File: config.mk
export PLATFORM = sky130hd
export DESIGN_NAME = bsm_boot_strap
export DESIGN_NICKNAME = d
export VERILOG_FILES = /design/src/hdl/bsm_pkg.sv /design/src/hdl/bsm_dec_if.sv /design/src/hdl/bsm_decode.sv /design/src/hdl/bsm_boot_strap.sv
export SDC_FILE = /design/constraint.sdc
export NUM_CORES = 1
export LEC_CHECK = 0
export BUFFER_PORTS_ARGS = -buffer_cell sky130_fd_sc_hd__buf_2
export CORE_ASPECT_RATIO = 1.1
export CORE_MARGIN = 2
export CORE_UTILIZATION = 25
export CTS_BUF_LIST = sky130_fd_sc_hd__clkbuf_16
export DETAILED_ROUTE_END_ITERATION = 8
export PLACE_DENSITY_LB_ADDON = 0.15
export RECOVER_POWER = 25
export SLEW_MARGIN = 25
export SYNTH_ARGS = -nofsm -noshare
export SYNTH_HDL_FRONTEND = slang
export SYNTH_SLANG_ARGS = --single-unit
File: constraint.sdc
create_clock -name mclk -period 1.2 [get_ports mclk]
set_input_delay 0.06 -clock mclk [delete_from_list [all_inputs] [get_ports mclk]]
set_output_delay 0.06 -clock mclk [all_outputs]
set_load 0.03 [all_outputs]
File: src/hdl/bsm_pkg.sv
// Package: boot strap mode decoder constants and types
`default_nettype none
package bsm_pkg;
	localparam int  BSM_ADDR_W       = 22;
	localparam logic [21:0] BSM_FLASH_ENTRY = 22'h3f7ff6;
	localparam logic [21:0] BSM_HRAM_ENTRY  = 22'h3f8000;
	localparam logic [21:0] BSM_OTP_ENTRY   = 22'h3d7800;
	localparam logic [21:0] BSM_ROM_VECTOR  = 22'h3fffc0;
	localparam logic [21:0] BSM_NO_ENTRY    = 22'h000000;
	// Cycles the init routine takes before straps are looked at
	localparam int  BSM_INIT_CYCLES  = 8;
	localparam int  BSM_CNT_W        = 4;
	localparam logic [3:0] BSM_CNT_ZERO = 4'h0;
	localparam logic [3:0] BSM_CNT_ONE  = 4'h1;
	localparam logic [3:0] BSM_CNT_LAST = 4'(BSM_INIT_CYCLES - 1);
	localparam logic [3:0] BSM_STRAP_RST = 4'h0;

	// Boot actions
	typedef enum logic [2:0] {
		BSM_MODE_NONE   = 3'h0,
		BSM_MODE_FLASH  = 3'h1,
		BSM_MODE_SPI    = 3'h2,
		BSM_MODE_UART   = 3'h3,
		BSM_MODE_HRAM   = 3'h4,
		BSM_MODE_OTP    = 3'h5,
		BSM_MODE_PAR    = 3'h6
	} bsm_mode_t;

	// Sequencer states, Gray along the path
	typedef enum logic [1:0] {
		BSM_ST_VECTOR = 2'b00,
		BSM_ST_INIT   = 2'b01,
		BSM_ST_SAMPLE = 2'b11,
		BSM_ST_DONE   = 2'b10
	} bsm_state_t;
endpackage : bsm_pkg
`default_nettype wire

File: src/hdl/bsm_dec_if.sv
// Interface: strap levels to decoded mode between decoder pieces
`default_nettype none
interface bsm_dec_if;
	import bsm_pkg::*;
	logic      [3:0]  straps;
	bsm_mode_t        mode;
	logic      [21:0] entry;
	logic             loader;
	modport dec (input straps, output mode, output entry, output loader);
	modport seq (output straps, input mode, input entry, input loader);
endinterface : bsm_dec_if
`default_nettype wire

File: src/hdl/bsm_decode.sv
// Combinational strap-to-mode decoder
`default_nettype none
module bsm_decode (
	bsm_dec_if.dec d
);
	import bsm_pkg::*;
	// straps[3]=pin a ... straps[0]=pin d
	always_comb begin
		d.mode   = BSM_MODE_NONE;
		d.entry  = BSM_NO_ENTRY;
		d.loader = 1'b0;
		if (d.straps[3]) begin
			d.mode  = BSM_MODE_FLASH;
			d.entry = BSM_FLASH_ENTRY;
		end else if (d.straps[2]) begin
			d.mode   = BSM_MODE_SPI;
			d.loader = 1'b1;
		end else begin
			case (d.straps[1:0])
				2'h3: begin
					d.mode   = BSM_MODE_UART;
					d.loader = 1'b1;
				end
				2'h2: begin
					d.mode  = BSM_MODE_HRAM;
					d.entry = BSM_HRAM_ENTRY;
				end
				2'h1: begin
					d.mode  = BSM_MODE_OTP;
					d.entry = BSM_OTP_ENTRY;
				end
				default: begin
					d.mode   = BSM_MODE_PAR;
					d.loader = 1'b1;
				end
			endcase
		end
	end
endmodule : bsm_decode
`default_nettype wire

File: src/hdl/bsm_boot_strap.sv
// Top: boot strap mode decoder sequencer
// Function
// - Reset vector from ROM, then init routine
// - After init, sample four straps, pick mode
// - Pin a high: jump to flash entry
// - a low, b high: serial EEPROM loader
// - 0,0,1,1: UART loader on port one
// - 0,0,1,0: jump to high RAM entry
// - 0,0,0,1: jump to OTP entry
// - All low: parallel loader via port two
// - Pin a pulled up; others not
// - Direct jumps load no external code
`default_nettype none
module bsm_boot_strap (
	// Clock and reset
	input  wire logic              mclk,
	input  wire logic              rst_b,
	// Strap pins (a shared with serial tx)
	input  wire logic              strap_pin_a,
	input  wire logic              strap_pin_b,
	input  wire logic              strap_pin_c,
	input  wire logic              strap_pin_d,
	output logic                   strap_pin_a_pullup_en,
	// Boot progress
	output logic [21:0]            fetch_addr,
	output logic                   in_init_routine,
	output logic                   mode_valid,
	// Decoded result
	output bsm_pkg::bsm_mode_t     boot_mode,
	output logic [21:0]            entry_addr,
	output logic                   run_loader,
	output logic                   load_external
);
	import bsm_pkg::*;

	// Carries the captured levels to the decoder and its answer back
	bsm_dec_if dif ();

	// Sequencer
	bsm_state_t        state_reg,  state_next;

	// Init routine cycle counter
	logic [3:0]        cnt_reg,    cnt_next;

	// Captured strap levels, pin a in the top bit
	logic [3:0]        strap_reg,  strap_next;
	// Live pin levels in the same packing
	logic [3:0]        strap_live;

	// Decoded result
	bsm_mode_t         mode_reg,   mode_next;
	logic [21:0]       entry_reg,  entry_next;
	logic              loader_reg, loader_next;

	// Address the core fetches from
	logic [21:0]       fetch_reg,  fetch_next;

	// One-cycle steps of the sequence
	logic              leave_vector;
	logic              init_over;
	logic              sample_now;
	logic              latch_now;

	////////////////////////////////////////////////////////////////////////////////
	// Sequencer: vector fetch, init routine, one strap sample, then done.
	// Done is a dead end on purpose: only a reset starts a new capture.
	// A state code off the path falls back to the vector fetch.
	assign leave_vector = (state_reg == BSM_ST_VECTOR);
	assign init_over    = (state_reg == BSM_ST_INIT) && (cnt_reg == BSM_CNT_LAST);
	assign sample_now   = (state_reg == BSM_ST_SAMPLE);
	assign latch_now    = (state_reg == BSM_ST_DONE) && (mode_reg == BSM_MODE_NONE);

	always_comb begin
		state_next = state_reg;
		case (state_reg)
			BSM_ST_VECTOR: begin
				state_next = BSM_ST_INIT;
			end
			BSM_ST_INIT: begin
				// Straps are not looked at until init is over
				if (init_over) begin
					state_next = BSM_ST_SAMPLE;
				end
			end
			BSM_ST_SAMPLE: begin
				state_next = BSM_ST_DONE;
			end
			BSM_ST_DONE: begin
				state_next = BSM_ST_DONE;
			end
			default: begin
				state_next = BSM_ST_VECTOR;
			end
		endcase
	end

	always_ff @(posedge mclk or negedge rst_b) begin
		if (!rst_b) begin
			state_reg <= BSM_ST_VECTOR;
		end else begin
			state_reg <= state_next;
		end
	end

	////////////////////////////////////////////////////////////////////////////////
	// Init counter: restarts on every vector fetch, so a warm reset gets the
	// full init time again instead of resuming a half-run count.
	always_comb begin
		cnt_next = cnt_reg;
		if (leave_vector) begin
			cnt_next = BSM_CNT_ZERO;
		// Holds at the last value until the state moves on
		end else if ((state_reg == BSM_ST_INIT) && !init_over) begin
			cnt_next = cnt_reg + BSM_CNT_ONE;
		end
	end

	always_ff @(posedge mclk or negedge rst_b) begin
		if (!rst_b) begin
			cnt_reg <= BSM_CNT_ZERO;
		end else begin
			cnt_reg <= cnt_next;
		end
	end

	////////////////////////////////////////////////////////////////////////////////
	// Strap capture: each pin is taken once, in the single sample state, so
	// later traffic on the shared serial pin cannot move the mode.
	assign strap_live = {strap_pin_a, strap_pin_b, strap_pin_c, strap_pin_d};

	for (genvar gi = 0; gi < $bits(strap_reg); gi++) begin : g_strap
		always_comb begin
			strap_next[gi] = strap_reg[gi];
			if (sample_now) begin
				strap_next[gi] = strap_live[gi];
			end
		end

		// Reset level is never decoded into the result: the latch waits for a sample
		always_ff @(posedge mclk or negedge rst_b) begin
			if (!rst_b) begin
				strap_reg[gi] <= BSM_STRAP_RST[gi];
			end else begin
				strap_reg[gi] <= strap_next[gi];
			end
		end
	end : g_strap

	////////////////////////////////////////////////////////////////////////////////
	// Decoder sees the captured straps only, never the live pins
	assign dif.straps = strap_reg;

	bsm_decode u_decode (
		.d (dif.dec)
	);

	////////////////////////////////////////////////////////////////////////////////
	// Decoded result: written once, in the first done cycle. NONE doubles as the
	// not-yet-latched mark, which is safe because the decoder never returns it.
	// Entry and loader flag go with the mode so the three never disagree
	always_comb begin
		mode_next   = mode_reg;
		entry_next  = entry_reg;
		loader_next = loader_reg;
		if (latch_now) begin
			mode_next   = dif.mode;
			entry_next  = dif.entry;
			loader_next = dif.loader;
		end
	end

	always_ff @(posedge mclk or negedge rst_b) begin
		if (!rst_b) begin
			mode_reg   <= BSM_MODE_NONE;
			entry_reg  <= BSM_NO_ENTRY;
			loader_reg <= 1'b0;
		end else begin
			mode_reg   <= mode_next;
			entry_reg  <= entry_next;
			loader_reg <= loader_next;
		end
	end

	////////////////////////////////////////////////////////////////////////////////
	// Fetch address: vector first, then the chosen entry. Loader modes leave it
	// at zero; the loader itself decides where its code ends up.
	always_comb begin
		fetch_next = fetch_reg;
		if (leave_vector) begin
			fetch_next = BSM_ROM_VECTOR;
		end else if (latch_now) begin
			fetch_next = dif.entry;
		end
	end

	always_ff @(posedge mclk or negedge rst_b) begin
		if (!rst_b) begin
			fetch_reg <= BSM_NO_ENTRY;
		end else begin
			fetch_reg <= fetch_next;
		end
	end

	////////////////////////////////////////////////////////////////////////////////
	// Only pin a has a pull-up so an open board boots from flash; b, c and d
	// float when left open, so a board must strap them.
	assign strap_pin_a_pullup_en = 1'b1;

	// in_init_routine decodes the sequencer, mode_valid the latched mode; both are level status
	assign fetch_addr      = fetch_reg;
	assign in_init_routine = (state_reg == BSM_ST_INIT);
	assign mode_valid      = (mode_reg != BSM_MODE_NONE);

	// Result, held from the latch cycle until the next reset
	assign boot_mode       = mode_reg;
	assign entry_addr      = entry_reg;
	assign run_loader      = loader_reg;
	// A direct jump never pulls code in from outside
	assign load_external   = loader_reg;
endmodule : bsm_boot_strap
`default_nettype wire

==> summary.txt, run 1 <==
Clock network
  • Clock-pin slew on the worst setup and hold paths: about 60 ps
  • Max clock buf depth: 2
  • TritonCTS clock tree: built
  • Clock sink count: 24
  • Worst skew pair latency: ~250 ps
  • Num CTS Buffers: 3
  • H-tree lvl count: 1
  • CTS Root Cell: clkbuf_16

Synthesis
  • Yosys cell types: 33
  • Post-Syn Instances: 135
  • Synth Flop Type: dfrtp_1
  • Yosys warns: 0
  • Number of synthesized flops with an enable pin: 0
  • Post-Syn Area: roughly 0.0014 mm²
  • Synth Register Bits: 24
  • Async SR Flop Fraction: 100%
  • Seq/Total Area, Yosys: between 40 and 50%
  • Synth Area per Inst: about 10 µm²

Status
  • Status: finished, violations left
  • Failing checks: setup timing

Drt
  • Wire length per cell: 10.6 µm
  • Drt pass-1 iters: 3
  • DRC: 0
  • Post-route ant nets: 0
  • DRT iter0 DRCs: 18
  • Via count: just under 1000
  • DR vias/cell: a little under 4
  • Drt total wl: between 2 and 3 mm

Placed design
  • Detail Placement HPWL: about 2.1 mm
  • GP Congestion: approximately 0.73
  • Placed Cells: 240
  • Area after DPL: approximately 0.0016 mm²
  • I/O Buffers: 52

Layout
  • Share of layout cells above drive strength 1: 54.8%
  • Post-layout util: around a third
  • Design Area, Final: approximately 0.0018 mm²
  • Most frequent cells in the layout: buf_2 (49), dfrtp_1 (20), buf_4 (16), inv_1 (10), nand3_1 (7)
  • Area delta synth->final: 28.8%
  • Number of diodes: 0
  • Finished Layout Cells: 252
  • Most common cell after layout, fill and taps aside: buf_2
  • Final net count: between 150 and 200
  • Max reg flops: 6

Setup path
  • RR Startpoint: boot_mode[0]
  • Reg-to-reg endpoint: fetch_addr[5]
  • R2R setup slack: -100 ps
  • Crit start category: flip-flop
  • Type of the worst setup path: flip-flop to flip-flop
  • R2R cell count: 4
  • Critical path capture point type: flip-flop
  • Worst EP arrival: about 1500 ps
  • CP Data Required Time: 1390 ps
  • Worst Path Max Fanout: 3

GRT
  • Vias in the first global route: between 800 and 900
  • Global-route wire length before repair: just over 4 mm
  • Grt ovf: 0
  • Antenna violations before repair: 0
  • Largest net degree at the start of global routing: 25
  • All-layer global routing usage: slightly below 9%

Min path
  • Hold Startpoint: strap_pin_d
  • Hold EP: dif.straps[0]
  • Worst Hold Class: input port to flip-flop
  • Hold Path Depth: 2

Power and ir drop
  • Static Leak: roughly 0.86 nW
  • Peak supply drop: roughly 0.73 mV
  • PwrDens: between 2000 and 3000 mW/mm²

Flow run
  • Max-cap viol count: 0

STA
  • Count of final max-slew check failures: 0
  • Fin. Hold Viols: 0
  • Tcrit/Tclk final: 108%
  • Fin crit period: around 1300 ps
  • Final Skew: approximately 3 ps
  • Setup WS post-layout: -96.3 ps
  • Fmax: just under 800 MHz
  • RSZ-0062 raised after global routing: yes
  • Slew headroom: 59.4%
  • Final setup violation count: 11
  • Slew @ Worst Pin: ~610 ps

Floorplan
  • Initial Utilization: between 20% and 30%
  • Die H: slightly above 80 µm
  • Core area: 0.00540 mm²
  • Width of the die: about 76 µm
  • Row count: 28
  • Ports: 58
  • DIE AREA: about 0.0062 mm²
-- worst max path at each step --
stage	end	slack, ps	start	cells after the start
after floorplan	fetch_addr[15]	-210	boot_mode[0]	5
after global placement	entry_addr[10]	-90	boot_mode[0]	4
after detailed placement	fetch_addr[15]	-120	boot_mode[0]	5
after CTS	fetch_addr[5]	-120	boot_mode[2]	4
after global routing	fetch_addr[5]	-160	boot_mode[0]	4
final	fetch_addr[5]	-100	boot_mode[0]	4
-- critical path: stages (launching register included) --
cell and delay, ps:
dfrtp_2 420, nor3_4 240, inv_4 70, or4_4 430, o21ai_2 70
-- cell usage after synthesis, drive strengths merged, types with 3 or more instances --
master / n / area (µm²)
nor3: 3 / 37.5
buf: 37 / 282
o21ai: 3 / 15.0
nor2b: 3 / 18.8
ha: 5 / 62.6
dfrtp: 24 / 601
mux2: 5 / 56.3
nand2b: 3 / 18.8
nand2: 6 / 22.5
inv: 11 / 41.3
nor2: 3 / 11.3
nand3: 7 / 35.0
-- final cells by class --
| class | instances | area (µm²) |
|---|---|---|
| Fill cell | 586 | 3580 |
| Timing Repair Buffer | 74 | 452 |
| Sequential cell | 24 | 606 |
| Multi-Input combinational cell | 64 | 513 |
| Clock inverter | 1 | 30.0 |
| Clock buffer | 3 | 75.1 |
| Inverter | 11 | 43.8 |
| Tap cell | 75 | 93.8 |
-- report_power, final --
| part | switching [mW] | internal [mW] | leakage [nW] |
|---|---|---|---|
| Sequential | 0.198 | 1.01 | 0.261 |
| Combinational | 1.78 | 0.693 | 0.553 |
| Clock | 0.283 | 0.663 | 0.0511 |
-- logic make-up after synthesis --
kind of cell	count (synthesis)	share of synthesized area, %
AOI/OAI and AO/OA	18	9.51
adders and majority gates	5	4.44
buffers and inverters	50	24.9
DFF	24	42.7
muxes	5	4.00
other	2	0.534
and+or+nand+nor	31	14.0
-- layer usage --
| layer | track usage (%) | share of wire [%] | vias to the layer above |
|---|---|---|---|
| li1 | - | - | 498 |
| met1 | 11.0 | 44 | 461 |
| met2 | 14.6 | 50 | 33 |
| met3 | 1.82 | 5.1 | 2 |
| met4 | 3.16 | 0.90 | 0 |
| met5 | 0 | 0 | - |
-- metrics by stage --
| stage | TNS, ps | total power [mW] | hold WS [ps] | setup slack, ps |
|---|---|---|---|---|
| after floorplan | -1750 | 3.56 | -236 | -209 |
| after global placement | -517 | 3.67 | 82.9 | -88.6 |
| after detailed placement | -870 | 3.67 | 89.5 | -124 |
| after CTS | -941 | 4.67 | 27.4 | -119 |
| after global routing | -1530 | 4.90 | 32.6 | -157 |
| final | -585 | 4.63 | 31.7 | -96.3 |
-- what timing repair did --
action | CTS | global route
pin swaps | 5 | 2
buffers inserted | 1 | 6
hold buffers | 1 | 0
resized for setup | 11 | 8
hold endpoints to repair | 24 | 0
setup endpoints to repair | 16 | 16
No activity file was read; power rests on OpenSTA's default activity.
==> run 2, diff against run 1 <==
--- a/constraint.sdc
+++ b/constraint.sdc
@@ -3,2 +3,2 @@
 set_output_delay 0.06 -clock mclk [all_outputs]
-set_load 0.03 [all_outputs]
+set_load 0.05 [all_outputs]
==> summary.txt, run 2 (synthesized netlist as in run 1, its figures left out) <==
STA
  • Count of final max-slew check failures: 0
  • Setup tns final: -1150 ps
  • Final setup violation count: 14
  • RSZ-0062 raised after global routing: yes
  • Slew headroom: about three fifths
  • Fin crit period: 1340 ps
  • Fin. Hold Viols: 0
  • Tcrit/Tclk final: 112%
  • Slew @ Worst Pin: between 600 and 700 ps
  • Fin Hold WS: a little over 30 ps
  • Setup WS post-layout: -141 ps
  • Fmax: between 700 and 800 MHz
  • Final Skew: around 7.3 ps

Setup path
  • Worst path max stage delay: 420 ps
  • Crit start category: flip-flop
  • Worst Path Max Fanout: 3
  • Type of the worst setup path: flip-flop to output port
  • CP Data Required Time: roughly 1100 ps
  • Critical path depth: 4
  • Reg-to-reg endpoint: entry_addr[10]
  • CP delay by family, top: flip-flops
  • Slowest cell on the critical path: dfrtp_2
  • Worst path bufs/invs: 3
  • R2R cell count: 4
  • Worst EP arrival: roughly 1300 ps
  • Critical-path cell list: nor3_4, inv_4, buf_6, buf_8
  • R2R setup slack: -130 ps
  • RR Startpoint: boot_mode[2]
  • Crit path launch: boot_mode[2]
  • Critical path capture point type: output port

Drt
  • Post-route ant nets: 0
  • Wire length per cell: between 10 and 15 µm
  • Drt total wl: approximately 2.8 mm
  • Via count: around 1000
  • DRC: 0
  • DRT iter0 DRCs: 25
  • Drt pass-1 iters: 4
  • DR vias/cell: slightly above 4

Floorplan
  • Row count: 28
  • Die H: about 83 µm
  • Initial Utilization: a little over a quarter
  • Ports: 58
  • Core area: 0.00540 mm²
  • DIE AREA: 0.00625 mm²
  • Width of the die: 75.5 µm

Flow run
  • Max-cap viol count: 0

GRT
  • Global-route wire length before repair: between 4 and 5 mm
  • Grt ovf: 0
  • Vias in the first global route: roughly 890
  • All-layer global routing usage: about a tenth
  • Largest net degree at the start of global routing: 25
  • Antenna violations before repair: 0

Layout
  • Area delta synth->final: 27.6%
  • Number of diodes: 0
  • Max reg flops: 6
  • Share of layout cells above drive strength 1: approximately 56%
  • Finished Layout Cells: 246
  • Most frequent cells in the layout: buf_2 (49), dfrtp_1 (18), inv_1 (10), buf_4 (9)
  • Filler cell count: between 500 and 600
  • Most common cell after layout, fill and taps aside: buf_2
  • Final net count: 183

Placed design
  • I/O Buffers: 52
  • GP Congestion: 0.691
  • Placed Cells: 238
  • Detail Placement HPWL: about 2.1 mm

Min path
  • Worst Hold Class: input port to flip-flop
  • Hold EP: dif.straps[0]
  • Hold Startpoint: strap_pin_d
  • Hold Path Depth: 2

Clock network
  • CTS Root Cell: clkbuf_16
  • Clock-pin slew on the worst setup and hold paths: 70 ps
  • TritonCTS clock tree: built
  • Max clock buf depth: 2
  • H-tree lvl count: 1
  • Num CTS Buffers: 3
  • Worst skew pair latency: 260 ps
  • Clock sink count: 24

Status
  • Status: finished, violations left
  • Failing checks: setup timing
run 2: metal layers:
layer  part of all wire, %  GRT usage [%]  wire, µm
met2                    46           14.1      1290
met1                    46           12.4      1300
met4                   1.7           4.21        48
met5                     0              0         0
met3                   6.0           2.67       167
run 2: layout make-up:
| type | instances | area [µm²] | share of cell area (%) |
|---|---|---|---|
| clock buffer | 3 | 75.1 | 4.18 |
| clock inverter | 1 | 30.0 | 1.67 |
| tap | 75 | 93.8 | 5.22 |
| multi-input combinational | 64 | 523 | 29.1 |
| sequential | 24 | 608 | 33.8 |
| timing repair buffer | 68 | 423 | 23.5 |
| inverter | 11 | 43.8 | 2.44 |
run 2: metrics by stage:
step                      util (%)  setup slack (ps)  cell area [µm²]
final                         33.3              -141             1800
after global routing          33.3              -199             1800
after CTS                     32.2              -166             1740
after detailed placement      29.3              -122             1580
after global placement        29.3             -93.0             1580
after floorplan                  -              -291             1430
run 2: what timing repair did:
item,CTS,global route
setup buffers,2,1
resized for setup,9,13
pin swaps,1,2
hold buffers,1,0
endpoints found under the setup margin,20,24
hold endpoints to repair,24,0
run 2: worst max path at each step:
stage	slack (ps)	to
4_1_cts	-170	mode_valid
3_3_place_gp	-90	entry_addr[10]
3_5_place_dp	-120	entry_addr[10]
6_report	-140	mode_valid
2_1_floorplan	-290	fetch_addr[5]
5_1_grt	-200	mode_valid
Power of run 2 is left out: the tool's default activity adds up to more than one toggle a clock period on the data nets, which glitch-free logic cannot reach.
==> run 3, diff against run 2 <==
- CORE_UTILIZATION: 25 -> 43
==> summary.txt, run 3 (synthesized netlist as in run 1, its figures left out) <==
Setup path
  • Crit start category: flip-flop
  • CP delay by family, top: simple AND/OR/NAND/NOR gates
  • RR Startpoint: boot_mode[2]
  • Crit path launch: boot_mode[2]
  • Worst path max stage delay: 430 ps
  • Worst EP arrival: between 1000 and 1500 ps
  • Critical path capture point type: flip-flop
  • Worst Path Max Fanout: 3
  • Slowest cell on the critical path: or4_4
  • CP Data Required Time: ~1400 ps
  • Critical-path cell list: nor3_4, inv_4, or4_4, o21ai_1
  • Worst path bufs/invs: 1
  • Type of the worst setup path: flip-flop to flip-flop

STA
  • Count of final max-slew check failures: 0
  • Tcrit/Tclk final: 110%
  • Final Skew: approximately 2.5 ps
  • Setup WS post-layout: -118 ps
  • Slew headroom: between 60% and 70%
  • Final setup violation count: 13
  • Slew @ Worst Pin: just under 600 ps
  • Setup tns final: -559 ps
  • RSZ-0062 raised after global routing: yes
  • Fin crit period: 1320 ps
  • Fin. Hold Viols: 0
  • Fin Hold WS: 35.0 ps
  • Fmax: between 700 and 800 MHz

Layout
  • Final net count: 185
  • Area delta synth->final: 23.7%
  • Number of diodes: 0
  • Max reg flops: 6
  • Most common cell after layout, fill and taps aside: buf_2
  • Share of layout cells above drive strength 1: a little over half
  • Post-layout util: 56.7%
  • Most frequent cells in the layout: buf_2 (49), dfrtp_1 (20), buf_4 (12), inv_1 (10), nand3_1 (6)

Placed design
  • Detail Placement HPWL: 1.90 mm
  • I/O Buffers: 52
  • GP Congestion: 0.765

Floorplan
  • Ports: 58
  • Core area: between 0.003 and 0.004 mm²
  • Row count: 21
  • Width of the die: 58.6 µm
  • Initial Utilization: between 40% and 50%
  • Die H: about 64 µm
  • DIE AREA: around 0.0037 mm²

Clock network
  • Clock-pin slew on the worst setup and hold paths: 60 ps
  • H-tree lvl count: 1
  • Num CTS Buffers: 3
  • Max clock buf depth: 2
  • TritonCTS clock tree: built
  • CTS Root Cell: clkbuf_16
  • Clock sink count: 24
  • Worst skew pair latency: approximately 250 ps

GRT
  • Antenna violations before repair: 0
  • Vias in the first global route: between 900 and 1000
  • Largest net degree at the start of global routing: 25
  • Grt ovf: 0
  • All-layer global routing usage: between 10% and 20%
  • Global-route wire length before repair: 4.23 mm

Drt
  • Wire length per cell: between 10 and 15 µm
  • DR vias/cell: 4.89
  • Post-route ant nets: 0
  • Drt total wl: 2.48 mm
  • DRT iter0 DRCs: 26
  • Drt pass-1 iters: 4
  • Via count: 1013
  • DRC: 0

Min path
  • Hold Startpoint: strap_pin_b
  • Worst Hold Class: input port to flip-flop

Status
  • Status: finished, violations left
  • Failing checks: setup timing

Flow run
  • Max-cap viol count: 0
==> run 3: changes by cell type in the layout (fill, tap and decap cells not counted), sizes merged <==
cell / delta
buf: +3
bufinv: -1
clkbuf: -1
inv: +1
==> run 3: per-stage QoR <==
step	instance area (µm²)	setup WS, ps	std cells
finish	1740	-118	207
global placement	1550	-86.3	199
CTS	1710	-123	206
global route	1740	-162	207
floorplan	1430	-291	138
detailed placement	1550	-114	199
==> run 3: worst register-to-register path, cell delays in order (launching register included) <==
cell and delay, ps:
dfrtp_2 420, nor3_4 240, inv_4 70, or4_4 430, o21ai_1 90
==> run 3: area by class of cell <==
cell class / count / area [µm²]
Fill cell: 270 / 1330
Clock buffer: 3 / 75.1
Sequential cell: 24 / 606
Inverter: 11 / 43.8
Multi-Input combinational cell: 64 / 529
Clock inverter: 1 / 3.75
Timing Repair Buffer: 70 / 442
Tap cell: 34 / 42.5
==> run 3: timing repair <==
item / 4_1_cts / 5_1_grt
pin swaps: 2 / 2
gates cloned: 0 / 0
hold buffers: 1 / 0
endpoints found under the hold margin: 24 / 0
setup endpoints to repair: 20 / 21
buffers inserted: 2 / 1
gates resized for setup: 16 / 6
==> run 3: final timing paths <==
check                                 end  slack (ps)  depth (start not counted)
setup / recovery           entry_addr[10]        -120                          4
hold / removal              dif.straps[2]          40                          2
setup reg to reg           entry_addr[10]        -120                          4
hold reg to reg            entry_addr[17]         510                          1
max in group asynchronous    boot_mode[1]         440                          2
min in group asynchronous   dif.straps[1]         340                          2
==> run 3: per-layer routing <==
layer	wire, µm	vias up	track usage [%]
met5	0	-	0
met4	18	0	5.23
met3	158	2	1.21
met2	1290	44	25.3
met1	1010	479	17.5
li1	-	488	-
Power of run 3 is left out for the same reason.
